--- src/rtl/refsel_pkg.sv ---
/*
  Shared constants for the reference input selection block: register
  byte addresses, field positions, reset values, mode and state codes.
  Assumes a single 40 MHz oscillator clock domain.
*/
package refsel_pkg;

  // Register byte addresses
  localparam logic [7:0] ADDR_PRIORITY  = 8'h34;
  localparam logic [7:0] ADDR_SWITCHING = 8'h35;
  localparam logic [7:0] ADDR_HOLDOFF   = 8'h36;
  localparam logic [7:0] ADDR_DIVIDERS  = 8'h37;

  // Field positions (low bit of each field)
  localparam int PRIO0_LSB  = 6;
  localparam int PRIO1_LSB  = 4;
  localparam int BLOCK_BIT  = 6;
  localparam int REVS_BIT   = 5;
  localparam int MODE_LSB   = 2;
  localparam int SEL_LSB    = 0;
  localparam int DIVSEL_LSB = 6;
  localparam int CNTV_LSB   = 0;

  // Values after reset
  localparam logic [1:0] PRIO0_RST  = 2'h3;
  localparam logic [1:0] PRIO1_RST  = 2'h2;
  localparam logic [1:0] MODE_RST   = 2'h0;
  localparam logic [1:0] SEL_RST    = 2'h0;
  localparam logic [7:0] HOLDOFF_RST = 8'h80;
  localparam logic [1:0] DIVSEL_RST = 2'h0;
  localparam logic [1:0] CNTV_RST   = 2'h0;

  // Hold-off tick is the oscillator divided by 2^(base + divider code)
  localparam int HOLDOFF_DIV_EXP_BASE = 15;
  localparam int PRESCALE_W           = 18;

  // Reference input selection modes
  typedef enum logic [1:0] {
    MODE_MANUAL       = 2'b00,
    MODE_AUTO         = 2'b01,
    MODE_SHORT_HOLD   = 2'b10,
    MODE_AUTO_HOLDOFF = 2'b11
  } sel_mode_e;

  // Automatic selection states
  typedef enum logic [1:0] {
    ST_TRACK    = 2'b00,
    ST_HOLDOFF  = 2'b01,
    ST_HOLDOVER = 2'b10
  } auto_state_e;

  // Re-validation period count for a given setting (input divider of one)
  function automatic logic [6:0] revalid_count(input logic [1:0] code);
    logic [6:0] cnt;
    cnt = 7'h02;
    case (code)
      2'b00: cnt = 7'h02;
      2'b01: cnt = 7'h10;
      2'b10: cnt = 7'h20;
      2'b11: cnt = 7'h40;
      default: cnt = 7'h02;
    endcase
    return cnt;
  endfunction : revalid_count

endpackage : refsel_pkg

--- src/rtl/holdoff_prescaler.sv ---
/*
  Free-running oscillator prescaler that emits one-cycle hold-off ticks
  at the oscillator rate divided by 2^(EXP_BASE + div_sel).
  Assumes div_sel is steady while a hold-off count is in progress.
*/
`timescale 1ns/1ps
module holdoff_prescaler
  import refsel_pkg::*;
#(
  parameter int EXP_BASE = HOLDOFF_DIV_EXP_BASE
) (
  // Clock and reset
  input  wire logic       clk_sys,
  input  wire logic       srst,
  // Control
  input  wire logic       restart,
  input  wire logic [1:0] div_sel,
  // Tick out
  output logic            tick
);

  logic [PRESCALE_W-1:0] count_reg;
  logic [PRESCALE_W-1:0] count_next;
  logic [PRESCALE_W-1:0] tick_mask;
  logic                  tick_next;
  logic                  tick_reg;

  // Mask of the low bits that must all be set to end one divided period
  assign tick_mask  = PRESCALE_W'((1 << (EXP_BASE + int'(div_sel))) - 1);
  assign tick_next  = !restart && ((count_reg & tick_mask) == tick_mask);
  assign count_next = restart ? '0 : count_reg + 1'b1;
  assign tick       = tick_reg;

  // Restart aligns the first tick to a full period after the event
  always_ff @(posedge clk_sys) begin
    if (srst) begin
      count_reg <= '0;
      tick_reg  <= 1'b0;
    end else begin
      count_reg <= count_next;
      tick_reg  <= tick_next;
    end
  end

endmodule : holdoff_prescaler

--- src/rtl/input_revalidate.sv ---
/*
  Loss-of-signal flag and re-validation counter for one reference input.
  Assumes the input monitor supplies one-cycle pulses for a detected
  loss, a good input period and a missing input edge.
*/
`timescale 1ns/1ps
module input_revalidate
  import refsel_pkg::*;
(
  // Clock and reset
  input  wire logic       clk_sys,
  input  wire logic       srst,
  // Monitor events
  input  wire logic       los_event,
  input  wire logic       period_ok,
  input  wire logic       edge_missing,
  // Setting
  input  wire logic [1:0] cntv_sel,
  // State
  output logic            los_flag
);

  logic       los_reg;
  logic [6:0] cnt_reg;
  logic       reload;
  logic       expire;

  // A miss or a fresh loss restarts the good-period run
  assign reload   = los_event || edge_missing;
  assign expire   = los_reg && !reload && period_ok && (cnt_reg == 7'h01);
  assign los_flag = los_reg;

  always_ff @(posedge clk_sys) begin
    if (srst) begin
      los_reg <= 1'b0;
      cnt_reg <= revalid_count(CNTV_RST);
    end else if (reload) begin
      los_reg <= los_reg || los_event;
      cnt_reg <= revalid_count(cntv_sel);
    end else if (expire) begin
      los_reg <= 1'b0;
      cnt_reg <= revalid_count(cntv_sel);
    end else if (los_reg && period_ok) begin
      cnt_reg <= cnt_reg - 7'h01;
    end
  end

endmodule : input_revalidate

--- src/rtl/reference_input_select_holdoff.sv ---
/*
  Reference input selection for the first PLL: manual, automatic and
  holdover modes, hold-off failover timing and the reference switching
  register set at byte addresses 0x34 to 0x37.
  Assumes synchronous single-cycle register writes and reads from the
  configuration port, and monitor pulses synchronous to clk_sys, which
  is the reference oscillator clock.
*/
`timescale 1ns/1ps

// Summary of operation
// - Two-bit mode: 00 manual, 01 auto, 10 short holdover, 11 auto hold-off.
// - Mode field resets to 00, manual selection.
// - Modes 00 and 10 route the input named by manual select.
// - Auto modes choose by loss-of-signal state and input priorities.
// - Pin-driven input choice overrides the mode field's choice.
// - Manual select 00 is input 0, 01 input 1; resets to 00.
// - In auto modes the manual select field is ignored.
// - Hold-off counter and divider act only in mode 11.
// - A loss event starts the hold-off count from its programmed value.
// - Hold-off count reaching zero starts a failover switch, or holdover if no input is a candidate.
// - After reaching zero the counter reloads the programmed value.
// - Counter steps once per divided oscillator tick.
// - Divider codes select 2^15 to 2^18; resets to 00.
// - Hold-off count register resets to 0x80.
// - Priorities 0 to 3; priority 0 is never auto-selected.
// - Lost input becomes valid again when re-validation count hits zero.
module reference_input_select_holdoff
  import refsel_pkg::*;
#(
  parameter int DIV_EXP_BASE = HOLDOFF_DIV_EXP_BASE
) (
  // Clock and reset
  input  wire logic       clk_sys,
  input  wire logic       srst,
  // Configuration register port
  input  wire logic       cfg_wr,
  input  wire logic       cfg_rd,
  input  wire logic [7:0] cfg_addr,
  input  wire logic [7:0] cfg_wdata,
  output logic      [7:0] cfg_rdata,
  // Input monitor events, one per reference input
  input  wire logic [1:0] los_event,
  input  wire logic [1:0] period_ok,
  input  wire logic [1:0] edge_missing,
  // Pin-driven input choice
  input  wire logic       gpio_sel_en,
  input  wire logic       gpio_sel,
  // Selection results
  output logic            ref_sel,
  output logic            holdover,
  output logic            failover,
  output logic [1:0]      los_flags,
  output logic            block_lor
);

  // Register fields
  logic [1:0] prio0_reg;
  logic [1:0] prio1_reg;
  logic       block_reg;
  logic       revs_reg;
  logic [1:0] mode_reg;
  logic [1:0] sel_reg;
  logic [7:0] holdoff_reg;
  logic [1:0] divsel_reg;
  logic [1:0] cntv_reg;

  // Selection state
  auto_state_e state_reg;
  auto_state_e state_next;
  logic        auto_sel_reg;
  logic        auto_sel_next;
  logic [7:0]  hcnt_reg;
  logic [7:0]  hcnt_next;
  logic        ref_sel_reg;
  logic        holdover_reg;
  logic        failover_reg;
  logic        failover_next;
  logic [1:0]  los_reg;
  logic [7:0]  rdata_reg;
  logic [7:0]  rdata_next;

  // Decoded helpers
  logic [1:0] los_now;
  logic [1:0] cand_ok;
  logic       best_sel;
  logic       best_ok;
  logic       auto_mode;
  logic       holdoff_mode;
  logic       cur_lost;
  logic       tick;
  logic       prescale_restart;
  logic       hcnt_zero_step;
  logic       manual_sel;
  logic       mode_sel;
  logic       eff_sel;
  logic       wr_prio;
  logic       wr_sw;
  logic       wr_hold;
  logic       wr_div;

  // Write strobes per register address
  // Unmapped addresses raise no strobe, so such writes are dropped
  assign wr_prio = cfg_wr && (cfg_addr == ADDR_PRIORITY);
  assign wr_sw   = cfg_wr && (cfg_addr == ADDR_SWITCHING);
  assign wr_hold = cfg_wr && (cfg_addr == ADDR_HOLDOFF);
  assign wr_div  = cfg_wr && (cfg_addr == ADDR_DIVIDERS);

  always_ff @(posedge clk_sys) begin
    if (srst) begin
      prio0_reg   <= PRIO0_RST;
      prio1_reg   <= PRIO1_RST;
      block_reg   <= 1'b0;
      revs_reg    <= 1'b0;
      mode_reg    <= MODE_RST;
      sel_reg     <= SEL_RST;
      holdoff_reg <= HOLDOFF_RST;
      divsel_reg  <= DIVSEL_RST;
      cntv_reg    <= CNTV_RST;
    end else begin
      if (wr_prio) begin
        prio0_reg <= cfg_wdata[PRIO0_LSB +: 2];
        prio1_reg <= cfg_wdata[PRIO1_LSB +: 2];
      end
      if (wr_sw) begin
        block_reg <= cfg_wdata[BLOCK_BIT];
        revs_reg  <= cfg_wdata[REVS_BIT];
        mode_reg  <= cfg_wdata[MODE_LSB +: 2];
        sel_reg   <= cfg_wdata[SEL_LSB +: 2];
      end
      if (wr_hold) begin
        holdoff_reg <= cfg_wdata;
      end
      if (wr_div) begin
        divsel_reg <= cfg_wdata[DIVSEL_LSB +: 2];
        cntv_reg   <= cfg_wdata[CNTV_LSB +: 2];
      end
    end
  end

  // Read mux; reserved bits read as zero
  // Registered below, so read data stands one cycle after the read
  always_comb begin
    rdata_next = 8'h00;
    if (cfg_rd) begin
      case (cfg_addr)
        ADDR_PRIORITY: begin
          rdata_next[PRIO0_LSB +: 2] = prio0_reg;
          rdata_next[PRIO1_LSB +: 2] = prio1_reg;
        end
        ADDR_SWITCHING: begin
          rdata_next[BLOCK_BIT]      = block_reg;
          rdata_next[REVS_BIT]       = revs_reg;
          rdata_next[MODE_LSB +: 2]  = mode_reg;
          rdata_next[SEL_LSB +: 2]   = sel_reg;
        end
        ADDR_HOLDOFF: rdata_next = holdoff_reg;
        ADDR_DIVIDERS: begin
          rdata_next[DIVSEL_LSB +: 2] = divsel_reg;
          rdata_next[CNTV_LSB +: 2]   = cntv_reg;
        end
        default: rdata_next = 8'h00;
      endcase
    end
  end

  // One loss flag and re-validation counter per reference input
  genvar gi;
  generate
    for (gi = 0; gi < 2; gi++) begin : g_input
      input_revalidate u_reval (
        .clk_sys      (clk_sys),
        .srst         (srst),
        .los_event    (los_event[gi]),
        .period_ok    (period_ok[gi]),
        .edge_missing (edge_missing[gi]),
        .cntv_sel     (cntv_reg),
        .los_flag     (los_now[gi])
      );
    end
  endgenerate

  // A lost input stays out until its re-validation count runs out
  // priority zero excluded
  assign cand_ok[0] = !los_now[0] && (prio0_reg != 2'h0);
  assign cand_ok[1] = !los_now[1] && (prio1_reg != 2'h0);

  // best by priority
  // Ties go to input 0, which ranks first within equal priority
  assign best_sel = cand_ok[1] && (!cand_ok[0] || (prio1_reg > prio0_reg));
  assign best_ok  = |cand_ok;

  assign auto_mode    = mode_reg[0];
  assign holdoff_mode = (mode_reg == MODE_AUTO_HOLDOFF);
  // Loss on the input that the automatic choice follows
  assign cur_lost     = los_now[auto_sel_reg];

  // Prescaler is realigned when a hold-off period begins
  // so the first tick lands a full divided period after the loss
  assign prescale_restart = (state_reg == ST_TRACK) && (state_next ==
                            ST_HOLDOFF);

  holdoff_prescaler #(
    .EXP_BASE (DIV_EXP_BASE)
  ) u_prescale (
    .clk_sys (clk_sys),
    .srst    (srst),
    .restart (prescale_restart),
    .div_sel (divsel_reg),
    .tick    (tick)
  );

  // zero transition
  // A programmed count of zero expires on the first tick
  // Testing for one lets the switch start on the tick reaching zero
  assign hcnt_zero_step = tick && (hcnt_reg <= 8'h01);

  // Automatic selection state machine
  always_comb begin
    state_next    = state_reg;
    auto_sel_next = auto_sel_reg;
    hcnt_next     = hcnt_reg;
    failover_next = 1'b0;
    if (!auto_mode) begin
      // Manual modes park the automatic choice on the best candidate,
      // so entering an automatic mode starts from a legal input
      state_next    = ST_TRACK;
      hcnt_next     = holdoff_reg;
      auto_sel_next = best_ok ? best_sel : auto_sel_reg;
    end else begin
      unique case (state_reg)
        ST_TRACK: begin
          hcnt_next = holdoff_reg;
          if (cur_lost && holdoff_mode) begin
            state_next = ST_HOLDOFF;
          end else if (cur_lost && best_ok) begin
            auto_sel_next = best_sel;
            failover_next = 1'b1;
          end else if (cur_lost) begin
            state_next = ST_HOLDOVER;
          end else if (revs_reg && best_ok && (best_sel != auto_sel_reg)) begin
            // Revertive switch toward the best candidate, input 0 on equal priority
            auto_sel_next = best_sel;
            failover_next = 1'b1;
          end else if (!cand_ok[auto_sel_reg] && best_ok) begin
            auto_sel_next = best_sel;
            failover_next = 1'b1;
          end
        end
        ST_HOLDOFF: begin
          if (!holdoff_mode || !cur_lost) begin
            // Input recovered or mode changed before expiry
            state_next = ST_TRACK;
            hcnt_next  = holdoff_reg;
          end else if (hcnt_zero_step) begin
            hcnt_next = holdoff_reg;
            if (best_ok) begin
              auto_sel_next = best_sel;
              failover_next = 1'b1;
              state_next    = ST_TRACK;
            end else begin
              state_next = ST_HOLDOVER;
            end
          end else if (tick) begin
            hcnt_next = hcnt_reg - 8'h01;
          end
        end
        ST_HOLDOVER: begin
          // No candidate yet: stay on the lost input until one returns
          hcnt_next = holdoff_reg;
          if (!cur_lost) begin
            state_next = ST_TRACK;
          end else if (best_ok) begin
            auto_sel_next = best_sel;
            failover_next = 1'b1;
            state_next    = ST_TRACK;
          end
        end
        default: begin
          state_next = ST_TRACK;
        end
      endcase
    end
  end

  // select decode
  // Reserved select codes fall back on their low bit
  assign manual_sel = sel_reg[0];
  assign mode_sel   = auto_mode ? auto_sel_next : manual_sel;
  assign eff_sel    = gpio_sel_en ? gpio_sel : mode_sel;

  // State and output registers
  always_ff @(posedge clk_sys) begin
    if (srst) begin
      state_reg    <= ST_TRACK;
      auto_sel_reg <= 1'b0;
      hcnt_reg     <= HOLDOFF_RST;
      ref_sel_reg  <= 1'b0;
      holdover_reg <= 1'b0;
      failover_reg <= 1'b0;
      los_reg      <= 2'b00;
      rdata_reg    <= 8'h00;
    end else begin
      state_reg    <= state_next;
      auto_sel_reg <= auto_sel_next;
      hcnt_reg     <= hcnt_next;
      ref_sel_reg  <= eff_sel;
      // Holdover follows the routed input, pin override included
      holdover_reg <= los_now[eff_sel];
      failover_reg <= failover_next;
      los_reg      <= los_now;
      rdata_reg    <= rdata_next;
    end
  end

  // All outputs come straight from flip-flops
  assign ref_sel   = ref_sel_reg;
  assign holdover  = holdover_reg;
  assign failover  = failover_reg;
  assign los_flags = los_reg;
  // block_lor is stored only; loss-of-reference gating lies outside
  assign block_lor = block_reg;
  assign cfg_rdata = rdata_reg;

endmodule : reference_input_select_holdoff

--- config.mk ---
export PLATFORM = sky130hd
export DESIGN_NAME = reference_input_select_holdoff
export DESIGN_NICKNAME = d
export VERILOG_FILES = /design/src/rtl/refsel_pkg.sv /design/src/rtl/holdoff_prescaler.sv /design/src/rtl/input_revalidate.sv /design/src/rtl/reference_input_select_holdoff.sv
export SDC_FILE = /design/constraint.sdc
export NUM_CORES = 1
export LEC_CHECK = 0
export BUFFER_PORTS_ARGS = -buffer_cell sky130_fd_sc_hd__buf_2
export CAP_MARGIN = 20
export CELL_PAD_IN_SITES_DETAIL_PLACEMENT = 0
export CELL_PAD_IN_SITES_GLOBAL_PLACEMENT = 2
export CORE_ASPECT_RATIO = 1.4
export CORE_MARGIN = 2
export CORE_UTILIZATION = 35
export DETAILED_ROUTE_END_ITERATION = 12
export GPL_TIMING_DRIVEN = 0
export PLACE_DENSITY_LB_ADDON = 0.25
export RECOVER_POWER = 25
export SYNTH_ARGS = -nofsm -noshare
export SYNTH_HDL_FRONTEND = slang
export SYNTH_HIERARCHICAL = 1
export SYNTH_SLANG_ARGS = --single-unit
export TNS_END_PERCENT = 100
--- constraint.sdc ---
create_clock -name clk_sys -period 2.45 [get_ports clk_sys]
set_clock_uncertainty 0.05 [all_clocks]
set_input_delay 0.49 -clock clk_sys [delete_from_list [all_inputs] [get_ports clk_sys]]
set_output_delay 0.49 -clock clk_sys [all_outputs]
set_load 0.01 [all_outputs]
# After elaboration in Yosys (flattened, before gate mapping)
# Index checks and enable logic that the tools add are counted.
word_totals:
  ff_bits: 81
  in_bits: 28
  out_inout_bits: 14
  wordCells: 167
op_classes:
  addsub: 6
  magnitude_cmp: 4
  n_eq_ne: 17
  shifts: 1
  mux: 61
  bitwise_logic: 3
  n_reduce_logical: 52
ops:
  columns: ["operator", "n"]
  rows:
  - ["7-bit two-way mux", 6]
  - ["8-bit by 6-bit equality test with 1-bit output (second input constant)", 4]
  - ["8-bit two-way mux", 4]
  - ["1-bit by 32-bit << shifter with 18-bit output (first input constant)", 1]
  - ["1-bit two-way mux", 31]
  - ["7-bit one-hot mux with 4 select lines", 1]
  - ["1-bit logical AND", 23]
  - ["18-bit by 1-bit adder with 18-bit output (second input constant)", 1]
  - ["18-bit AND", 1]
  - ["18-bit equality test", 1]
  - ["2-bit two-way mux", 9]
  - ["18-bit by 2-bit subtractor with 18-bit output (second input constant)", 1]
  - ["8-bit one-hot mux with 2 select lines", 1]
  - ["7-bit by 1-bit equality test with 1-bit output (second input constant)", 2]
  - ["7-bit by 1-bit subtractor with 7-bit output (second input constant)", 2]
  - ["1-bit one-hot mux with 3 select lines", 4]
  - ["2-bit one-hot mux with 3 select lines", 2]
  - ["2-bit OR reduction", 5]
  - ["1-bit logical NOT", 9]
  - ["2-bit equality test (second input constant)", 4]
  - ["8-bit by 1-bit less-or-equal comparator with 1-bit output (second input constant)", 1]
  - ["2-bit nonzero test", 4]
  - ["8-bit by 1-bit subtractor with 8-bit output (second input constant)", 1]
  - ["2-bit by 1-bit equality test with 1-bit output (second input constant)", 3]
  - ["14 further kinds", 23]

# Longest topological paths before layout
# Gate-level depths: netlist of the first run.
logic_depth:
  depth_word: 17
  depth_mapped: 9
  ltp_nobuf: 8

# By module
# Netlist of the first run, hierarchy kept.
modules_own_cells:
  columns: ["module", "n_inst", "cells_each", "area_per_inst_um2"]
  rows:
  - ["reference_input_select_holdoff", 1, 268, 2283.4]
  - ["input_revalidate", 2, 67, 519.2]
  - ["holdoff_prescaler", 1, 96, 848.3]

# Least setup slack after synthesis of the first run
# Ideal clock, no wire load.
synth_timing:
  path_kind: "register to register"
  from: "reg prio0_reg[1]"
  to: "reg holdover_reg, in the netlist holdover"
  arrival_ns: 1.961
  setup_slack_ns: 0.315
  stages_incl_launch_ff: 9
  n_path_buf: 0
  cell_sequence: "dfxtp_1 inv_1 ha_1 nor2b_1 o21ai_0 a2111oi_0 mux2i_1 a31oi_1 mux2_1"
synth_via:
  elab_chain_len: 17
  word_cells_on_any_way: 30
  classes_between: "order compare (1); eq/ne (1); mux (17); reduce/logical (11)"
synth_lines:
  columns: ["item", "line", "rtl"]
  rows:
  - ["from (decl)", "reference_input_select_holdoff.sv:58", "logic [1:0] prio0_reg;"]
  - ["from (signal assigned)", "reference_input_select_holdoff.sv:122", "prio0_reg <= cfg_wdata[PRIO0_LSB +: 2];"]
  - ["2-bit nonzero test", "reference_input_select_holdoff.sv:185", "assign cand_ok[0] = !los_now[0] && (prio0_reg != 2'h0);"]
  - ["1-bit logical AND", "reference_input_select_holdoff.sv:185", null]
  - ["1-bit two-way mux (not written as such) or 1-bit logical NOT (tied branches)", "reference_input_select_holdoff.sv:245, reference_input_select_holdoff.sv:190", null]
  - ["1-bit two-way mux (not written as such) or 1-bit logical OR (tied branches)", "reference_input_select_holdoff.sv:245, reference_input_select_holdoff.sv:190", null]
  - ["1-bit logical NOT or 1-bit logical AND (tied branches)", "reference_input_select_holdoff.sv:245, reference_input_select_holdoff.sv:190", null]
  - ["1-bit logical AND or 1-bit != test (tied branches)", "reference_input_select_holdoff.sv:245, reference_input_select_holdoff.sv:241", null]
  - ["1-bit two-way mux or 1-bit logical AND (tied branches)", "reference_input_select_holdoff.sv:245, reference_input_select_holdoff.sv:241", null]
  - ["1-bit two-way mux", "reference_input_select_holdoff.sv:241", "end else if (revs_reg && best_ok && (best_sel != auto_sel_reg)) begin"]
  - ["1-bit two-way mux", "reference_input_select_holdoff.sv:239", "end else if (cur_lost) begin"]
  - ["1-bit two-way mux", "reference_input_select_holdoff.sv:236", "end else if (cur_lost && best_ok) begin"]
  - ["1-bit two-way mux", "reference_input_select_holdoff.sv:234", "if (cur_lost && holdoff_mode) begin"]
  - ["1-bit one-hot mux with 3 select lines", "reference_input_select_holdoff.sv:231", "unique case (state_reg)"]
  - ["1-bit two-way mux (*)", "reference_input_select_holdoff.sv:224", "if (!auto_mode) begin"]
  - ["1-bit two-way mux (*)", "reference_input_select_holdoff.sv:289", "assign mode_sel = auto_mode ? auto_sel_next : manual_sel;"]
  - ["1-bit two-way mux (*)", "reference_input_select_holdoff.sv:290", "assign eff_sel = gpio_sel_en ? gpio_sel : mode_sel;"]
  - ["1-bit two-way mux (not written as such) (*) (2 in series)", "reference_input_select_holdoff.sv:309", "holdover_reg <= los_now[eff_sel];"]
  - ["to (signal assigned)", "reference_input_select_holdoff.sv:309", null]
  - ["to (decl)", "reference_input_select_holdoff.sv:76", "logic holdover_reg;"]
# Every way passes the cells marked *; elsewhere a longest branch is shown, timed or not. The select of a mux whose other input is x is not followed.
# A chain may end at the register's enable or synchronous reset.

# Worst setup path after layout of the first run
# Ends and elaborated chain as after synthesis.

==> flow_summary_export.csv, run 1 <==
group,metric,value,unit
finish,final_common_cell,"dfxtp_1",
finish,syn_to_final_growth,16.1,%
critical_path,critPathRequiredTime,2.62,ns
finish,final_nets,586,
route,wl,11100,um
finish,largest_reg_flops,18,
global_route,grt_max_degree,18,
sta,slew-limit-headroom,0.474,
synth,syn_area_per_cell,8.37,sq um
finish,layout_common_cells,"79 x dfxtp_1, 47 x nand2_1, 46 x nor2_1",
critical_path,cp.arrival,2.46,ns
clocking,cts_hold_buf,0,
synth,yosysWarnings,6,
global_route,track_usage,0.182,
route,drt-wirelength-per-cell,15.9,um
floorplan,design.die.area,0.0128,sq mm
sta,fmax,0.438,GHz
critical_path,r2r_start,"prio0_reg[1]",
critical_path,end_kind,"register",
sta,worst_pin_slew,0.789,ns
placed_design,hpwl,8080,um
finish,drive_gt1_frac,0.143,
floorplan,start_util,0.356,
hold_path,holdCritStartpoint,"cfg_wdata[2]",
synth,synthTopCellsByArea,"dfxtp_1 39%, a21oi_1 5.2%, nand2_1 4.2%, nand3_1 4.2%, nor2_1 4.1%",
placed_design,gp_congestion,0.827,
synth,synth_edf_count,0,
finish,nFillCells,1228,
route,ant_nets,0,
clocking,cts_tree,"yes",
critical_path,critPathTopFamily,"compound AO/OA/AOI/OAI gates",
critical_path,regToRegSetupSlack,0.16,ns
synth,synth_compound_area_frac,0.177,
critical_path,cp_max_fo,5,
hold_path,min_path_type,"in -> reg",
finish,final_area,0.00484,sq mm
status,status,"finished, final reports clean",
synth,synth-simple-area-share,0.285,
route,drc,0,
clocking,clkSinkCount,81,
route,num_vias,3790,
critical_path,cp_num_buf_inv,1,
global_route,grtUsageMet2,0.296,
sta,maxSlewViolCount,0,
synth,synth-main-ff-cell,"dfxtp_1",
sta,rsz0062_at_grt,"no",
synth,synth_nets,536,
power_and_ir_drop,power_density,600,mW/mm^2
global_route,grt-ovfl-total,0,
critical_path,r2r_cells,8,
route,drt_iter0_drc,102,
clocking,cts-root-buf,"clkbuf_16",
placed_design,dpl_cell_area,0.00455,sq mm
synth,synth-adder-area-share,0.0300,
sta,fin_ws,0.164,ns
global_route,grt_pass1_wl,18000,um
floorplan,die_y,133,um
synth,synthArstFlopShare,0,
global_route,grt_pass1_vias,3596,
clocking,cts_htree_levels,3,
power_and_ir_drop,leakagePower,1.81,nW
clocking,cts_buffers,9,
route,first_pass_iters,4,
run,drv_cap,0,
placed_design,io_buffers,40,
synth,synthCells,498,
finish,final_util,0.414,
sta,hold_viol_final,0,
synth,synth_top_family_by_area,"simple AND/OR/NAND/NOR gates",
global_route,use_met1,0.239,
floorplan,placementRows,47,
route,viasPerCell,5.42,
sta,setup_violations,0,
floorplan,die_width,96.3,um
synth,synth_area,0.00417,sq mm
critical_path,startpoint_type,"register",
sta,fin_crit,2.29,ns
synth,synth_cell_type_count,65,
clocking,path_clk_slew,0.06,ns
critical_path,cp_slowest_cell,"dfxtp_1",
hold_path,hold_depth,3,
synth,synth_seq_cells,81,
sta,min_period_over_period,0.933,
floorplan,core,0.0117,sq mm
clocking,post_cts_buffers,0,
global_route,antenna_found_initial,0,
synth,synth.area.mux_share,0.0588,
synth,ys_seq_area_frac,0.389,
clocking,clk_latency,0.34,ns
clocking,clk_path_buf_depth,2,
critical_path,crit_chain,"inv_1 -> ha_1 -> nor2b_1 -> o21ai_1 -> a2111oi_2 -> mux2i_1 -> a31oi_2 -> mux2_1",
finish,diodes,0,
floorplan,io-pin-count,42,
global_route,grt_use_met3,0.0226,
critical_path,critical_path_class,"reg -> reg",
synth,netlist.area_leader.share,0.389,
critical_path,rr_endpoint,"holdover",
global_route,grt.busiest_layer,"met2",
power_and_ir_drop,ir_drop,0.000310,V
synth,synth_largest_area_cell,"dfxtp_1",
placed_design,pre_cts_slack,-0.0705,ns
critical_path,cpPeakStageDelay,0.40,ns
hold_path,hold_path_end,"holdoff_reg[2]",
synth,synth-xor-area-share,0.0210,
-- power by group --
group          internal [mW]  switching [mW]  leakage, nW  total, mW
logic                 0.0745           0.115         1.01      0.189
registers               1.33          0.0193        0.656       1.35
clock network          0.836           0.529        0.148       1.37
total                   2.24           0.663         1.81       2.91
-- cells in the mapped netlist, types with 3 or more instances --
cell type  number
and2_0          3
ha_1           10
mux2_2          6
nand2b_1        7
and2_1          4
or2_2           3
or3_2           3
and3_1          4
nor3b_1         5
buf_6           3
and4_1          3
o21ai_0        21
a22oi_1        11
and3_2          3
clkbuf_1       15
nand2_1        47
o31ai_1         4
mux2i_1        13
a21oi_1        43
nor2b_1        12
nand3b_1        5
a221oi_1        5
or3_1          13
buf_2           3
nor3_1         10
or4_1           3
xor2_1          9
inv_1          16
a211oi_1        3
nand4_1         4
nor2_1         46
nand3_1        35
dfxtp_1        81
-- worst max path at each step --
stage / from / to / slack (ns) / cells past startpoint
4_1_cts: mode_reg[0] / u_prescale/count_reg[11] / 0.008 / 8
3_5_place_dp: prio0_reg[1] / holdover / -0.07 / 8
5_1_grt: prio0_reg[1] / holdover / 0.02 / 8
3_3_place_gp: g_input[0].u_reval/los_flag / u_prescale/count_reg[6] / -0.08 / 7
6_report: prio0_reg[1] / holdover / 0.16 / 8
2_1_floorplan: prio0_reg[1] / holdover / 0.32 / 8
-- kinds of logic (layout without fill, tap and decap cells) --
family | Yosys count | after routing
flip-flops | 81 | 81
buffers and inverters | 37 | 91
AO/OA/AOI/OAI | 115 | 115
AND/OR/NAND/NOR | 223 | 223
multiplexers | 22 | 22
XOR/XNOR | 10 | 10
adder cells (fa/ha/maj) | 10 | 10
-- tightest hold or removal path: cells and delay by family --
family	cells	cell delay, ns
buffers and inverters	1	0.11
AO/OA/AOI/OAI	1	0.05
AND/OR/NAND/NOR	1	0.06
-- stage by stage --
| stage | std cells | power, mW | setup TNS (ns) | hold WS [ns] |
|---|---|---|---|---|
| global placement | 685 | 1.57 | -0.779 | 0.394 |
| finish | 699 | 2.91 | 0 | 0.367 |
| floorplan | 498 | 1.49 | 0 | 0.379 |
| CTS | 700 | 2.96 | 0 | 0.357 |
| global route | 699 | 3.02 | 0 | 0.379 |
| detailed placement | 685 | 1.57 | -0.512 | 0.398 |
-- timing repair --
| item | in CTS | in global routing |
|---|---|---|
| pin swaps | 2 | 1 |
| setup endpoints to repair | 11 | 11 |
| resized for setup | 3 | 3 |
-- final cells by class --
class	instances	area, sq um	share of cell area
plain buffers	20	101	0.0209
clock buffers	12	256	0.0530
clock inverters	3	40.0	0.00827
inverters	16	60.1	0.0124
multi-input cells	380	2400	0.495
flip-flops and latches	81	1620	0.335
well taps	147	184	0.0380
repair buffers	40	181	0.0375
-- per-layer routing --
metal	share of wire	vias up
met3	0.040	16
met4	0.024	0
li1	-	1897
met2	0.49	77
met5	0	-
met1	0.45	1800
(Power assumes the default switching activity.)
==> run 2, diff against run 1 <==
Settings changed: ABC_AREA set to 1, CORE_UTILIZATION 35 to 33, PLACE_DENSITY set to 0.86, PLACE_DENSITY_LB_ADDON 0.25 to not set.
==> flow_summary_export.csv, run 2 <==
group,metric,value,unit
status,status,"finished, final reports clean",
floorplan,design.die.area,0.0144,sq mm
clocking,cts_htree_levels,3,
sta,worst_pin_slew,0.962,ns
synth,synthCells,642,
sta,min_period_over_period,0.922,
synth,synth_seq_cells,81,
floorplan,core,0.0133,sq mm
global_route,grt-ovfl-total,0,
finish,diodes,0,
synth,yosysMostFrequentCell,"nand2_1",
clocking,clk_path_buf_depth,2,
clocking,cts_buffers,9,
clocking,clkSinkCount,81,
synth,synth_edf_count,0,
placed_design,hpwl,9190,um
critical_path,critPathRequiredTime,2.59,ns
finish,final_nets,731,
global_route,track_usage,0.171,
placed_design,io_buffers,40,
route,wl,11700,um
critical_path,cp_max_fo,15,
route,num_vias,4179,
clocking,clk_latency,0.33,ns
sta,maxSlewViolCount,0,
route,drc,0,
synth,synthTopCellsByArea,"dfxtp_1 37%, nand2_1 13%, inv_1 7.4%, a21oi_1 5.6%, nor2_1 5.0%",
clocking,path_clk_slew,0.06,ns
route,ant_nets,0,
global_route,grt_pass1_wl,19500,um
sta,rsz0062_at_grt,"no",
power_and_ir_drop,power_density,577,mW/mm^2
hold_path,min_path_type,"in -> reg",
critical_path,regToRegSetupSlack,0.38,ns
synth,synth_largest_area_cell,"dfxtp_1",
synth,synthArstFlopShare,0,
sta,slew-limit-headroom,0.358,
sta,finalSetupTns,0,ns
synth,synth_commonest_cells,"151 x nand2_1, 88 x inv_1, 81 x dfxtp_1, 59 x nor2_1, 50 x a21oi_1",
finish,final_util,0.388,
placed_design,dpl_cell_area,0.00487,sq mm
floorplan,io-pin-count,42,
finish,final_common_cell,"nand2_1",
route,first_pass_iters,4,
sta,hold_viol_final,0,
finish,layout_common_cells,"152 x nand2_1, 88 x inv_1, 81 x dfxtp_1",
finish,nFillCells,1486,
critical_path,critical_path_class,"in -> reg",
finish,drive_gt1_frac,0.143,
global_route,grt_max_degree,16,
synth,synth_nets,680,
placed_design,gp_congestion,0.857,
global_route,grt_pass1_vias,4021,
clocking,post_cts_buffers,0,
critical_path,startpoint_type,"input pin",
synth,synth_cell_type_count,43,
route,drt_iter0_drc,156,
finish,syn_to_final_growth,15.8,%
floorplan,die_width,102,um
synth,syn_area_per_cell,6.91,sq um
finish,regArea,0.00162,sq mm
finish,layout.cells.non_filler,880,
synth,synth-main-ff-cell,"dfxtp_1",
clocking,cts_resized,0,
clocking,cts_tree,"yes",
critical_path,end_kind,"register",
power_and_ir_drop,power.total,2.97,mW
critical_path,cp.arrival,2.40,ns
clocking,cts-root-buf,"clkbuf_16",
sta,fin_crit,2.26,ns
synth,synth_area,0.00444,sq mm
run,drv_cap,0,
route,drt-wirelength-per-cell,13.3,um
power_and_ir_drop,ir_drop,0.000292,V
placed_design,dp_cells,864,
floorplan,start_util,0.335,
global_route,antenna_found_initial,0,
finish,largest_reg_flops,18,
route,viasPerCell,4.75,
synth,ys_seq_area_frac,0.365,
sta,setup_violations,0,
finish,multi_input_area,0.00238,sq mm
synth,yosysWarnings,6,
sta,fmax,0.442,GHz
floorplan,placementRows,50,
clocking,cts_hold_buf,0,
power_and_ir_drop,leakagePower,2.17,nW
finish,final_area,0.00514,sq mm
floorplan,die_y,141,um
synth,netlist.area_leader.share,0.365,
-- run 2: cell count changes after synthesis, moves of 9 or more --
cell / change
nand2_1: +104
nand2_2: +13
o21ai_0: +9
mux2i_1: -13
or3_1: -13
nor2_1: +13
nor2_4: +10
clkbuf_1: -12
nor2_2: +10
nor2b_1: -12
inv_1: +72
a22oi_1: -11
-- run 2: layer usage --
metal  global-route usage  part of all wire
met4               0.0765             0.035
met3               0.0278             0.026
met1                0.202              0.43
met5                    0                 0
met2                0.299              0.51
-- run 2: report_power, final --
part	switching [mW]	total, mW	internal (mW)	leakage (nW)
Clock	0.531	1.40	0.873	0.153
Combinational	0.146	0.218	0.0718	1.36
Sequential	0.0129	1.35	1.33	0.655
-- run 2: through the flow --
| stage | hold slack, ns | worst slack, ns |
|---|---|---|
| final | 0.377 | 0.190 |
| after global routing | 0.367 | 0.122 |
| after CTS | 0.369 | 0.331 |
| after detailed placement | 0.411 | 0.193 |
| after global placement | 0.401 | 0.203 |
| after floorplan | 0.391 | 0.757 |
-- run 2: layout make-up --
cell class                      instances  share of cell area
Multi-Input combinational cell        456               0.463
Tap cell                              182              0.0443
Buffer                                  7             0.00706
Clock inverter                          2             0.00681
Sequential cell                        81               0.315
Inverter                               98              0.0742
Timing Repair Buffer                   40              0.0355
Clock buffer                           14              0.0533
-- run 2: worst max-delay path, stage by stage --
cell and delay (ns):
clkbuf_1 0.70, buf_1 0.60, clkbuf_1 0.46, nor2_1 0.15
-- run 2: logic make-up (layout without fill, tap and decap cells) --
kind of cell	Yosys count	in the layout	synth area share
compound gates	124	124	0.162
xor+xnor	8	8	0.0158
fa+ha+maj	10	10	0.0282
buf+inv	105	161	0.0941
flops	81	81	0.365
simple gates	314	314	0.334
-- run 2: path summary, 6_finish.rpt --
kind | from | to | depth (start not counted)
hold reg to reg | sel_reg[1] | sel_reg[1] | 2
setup / recovery | srst | los_flags[1] | 4
setup reg to reg | g_input[1].u_reval/los_flag | u_prescale/count_reg[3] | 8
hold / removal | cfg_wdata[4] | prio1_reg[0] | 3
==> run 3, diff against run 2 <==
Settings changed: CTS_CLUSTER_SIZE set to 14, RECOVER_POWER 25 to 50.
==> flow_summary_export.csv, run 3 (same netlist as run 2, synthesis figures left out) <==
group,metric,value,unit
critical_path,cp_common_cell,"clkbuf_1",
route,ant_nets,0,
power_and_ir_drop,leakagePower,2.16,nW
floorplan,core,0.0133,sq mm
floorplan,io-pin-count,42,
clocking,cts_tree,"yes",
finish,diodes,0,
clocking,cts_resized,0,
floorplan,die_width,102,um
clocking,clk_path_buf_depth,2,
power_and_ir_drop,p_int,2.28,mW
power_and_ir_drop,ir_drop,0.000291,V
route,drt_iter0_drc,169,
hold_path,hold_depth,3,
sta,worst_pin_slew,0.959,ns
finish,final_util,0.387,
power_and_ir_drop,seq_power_share,0.454,
hold_path,min_path_type,"in -> reg",
global_route,grt-ovfl-total,0,
global_route,grt_pass1_vias,4021,
floorplan,start_util,0.335,
sta,fin_crit,2.26,ns
critical_path,end_kind,"register",
finish,final_common_cell,"nand2_1",
sta,slew-limit-headroom,0.361,
clocking,cts-root-buf,"clkbuf_16",
sta,hold_viol_final,0,
route,drc,0,
floorplan,die_y,141,um
finish,drive_gt1_frac,0.140,
finish,largest_reg_flops,18,
critical_path,cp_max_fo,15,
clocking,path_clk_slew,0.06,ns
power_and_ir_drop,switching_share,0.232,
global_route,grt_pass1_wl,19500,um
floorplan,design.die.area,0.0144,sq mm
placed_design,io_buffers,40,
sta,finalSetupTns,0,ns
critical_path,cpPeakStageDelay,0.70,ns
global_route,grt_max_degree,16,
global_route,antenna_found_initial,0,
route,drt-wirelength-per-cell,13.3,um
sta,maxSlewViolCount,0,
sta,whs,0.378,ns
critical_path,cp.depth,4,
placed_design,dp_cells,864,
critical_path,critPathTopFamily,"buffers and inverters",
power_and_ir_drop,power_density,577,mW/mm^2
finish,final_nets,731,
sta,rsz0062_at_grt,"no",
finish,syn_to_final_growth,15.8,%
route,viasPerCell,4.77,
finish,layout_common_cells,"152 x nand2_1, 88 x inv_1, 81 x dfxtp_1",
critical_path,startpoint_type,"input pin",
finish,nFillCells,1488,
finish,layout.cells.non_filler,880,
critical_path,cp_slowest_cell,"clkbuf_1",
floorplan,placementRows,50,
clocking,post_cts_buffers,0,
power_and_ir_drop,combPwrFrac,0.073,
clocking,cts_buffers,9,
clocking,clk_latency,0.33,ns
power_and_ir_drop,power.total,2.97,mW
status,status,"finished, final reports clean",
critical_path,critPathRequiredTime,2.59,ns
sta,setup_violations,0,
global_route,track_usage,0.171,
clocking,clkSinkCount,81,
critical_path,cp.arrival,2.40,ns
placed_design,gp_congestion,0.857,
clocking,cts_htree_levels,3,
power_and_ir_drop,clockPowerShare,0.473,
clocking,cts_hold_buf,0,
critical_path,r2r_cells,8,
critical_path,crit_chain,"clkbuf_1 -> clkbuf_1 -> clkbuf_1 -> nor2_1",
run,drv_cap,0,
sta,min_period_over_period,0.923,
route,wl,11700,um
critical_path,critical_path_class,"in -> reg",
sta,fmax,0.442,GHz
power_and_ir_drop,power.switching,0.688,mW
placed_design,hpwl,9190,um
route,num_vias,4197,
route,first_pass_iters,4,
critical_path,cp_num_buf_inv,3,
==> run 3: power groups by stage <==
stage / Clock (mW) / Combinational, mW / Sequential [mW]
after detailed placement: 0 / 0.221 / 1.38
after floorplan: 0 / 0.141 / 1.38
final: 1.40 / 0.218 / 1.35
after CTS: 1.45 / 0.222 / 1.35
after global placement: 0 / 0.219 / 1.38
after global routing: 1.50 / 0.247 / 1.35
==> run 3: per-stage QoR <==
stage          area, sq um  worst slack, ns
5_1_grt               5140            0.121
6_report              5140            0.189
3_5_place_dp          4870            0.193
3_3_place_gp          4870            0.203
2_1_floorplan         4440            0.757
4_1_cts               5180            0.331
==> run 3: final timing paths <==
kind	start	end	slack [ns]
setup / recovery	srst	los_flags[1]	0.19
setup reg to reg	g_input[1].u_reval/los_flag	u_prescale/count_reg[3]	0.37
hold / removal	cfg_wdata[4]	prio1_reg[0]	0.38
hold reg to reg	sel_reg[1]	sel_reg[1]	0.42
==> run 3: area by class of cell <==
| class | count | area [sq um] | area share |
|---|---|---|---|
| Tap cell | 182 | 228 | 0.0443 |
| Clock buffer | 14 | 274 | 0.0533 |
| Timing Repair Buffer | 40 | 181 | 0.0353 |
| Inverter | 98 | 382 | 0.0743 |
| Buffer | 7 | 35.0 | 0.00682 |
| Clock inverter | 2 | 35.0 | 0.00682 |
| Sequential cell | 81 | 1620 | 0.316 |
| Multi-Input combinational cell | 456 | 2380 | 0.464 |
==> run 3: layer usage <==
metal	share of wire	track usage	up-vias
met5	0	0	-
met4	0.031	0.0765	0
met3	0.026	0.0278	24
met2	0.51	0.299	66
met1	0.43	0.202	1926
li1	-	-	2181
==> run 3: tightest hold or removal path, cell delays in order <==
cell	delay (ns)
buf_2	0.12
inv_1	0.05
a21oi_1	0.05
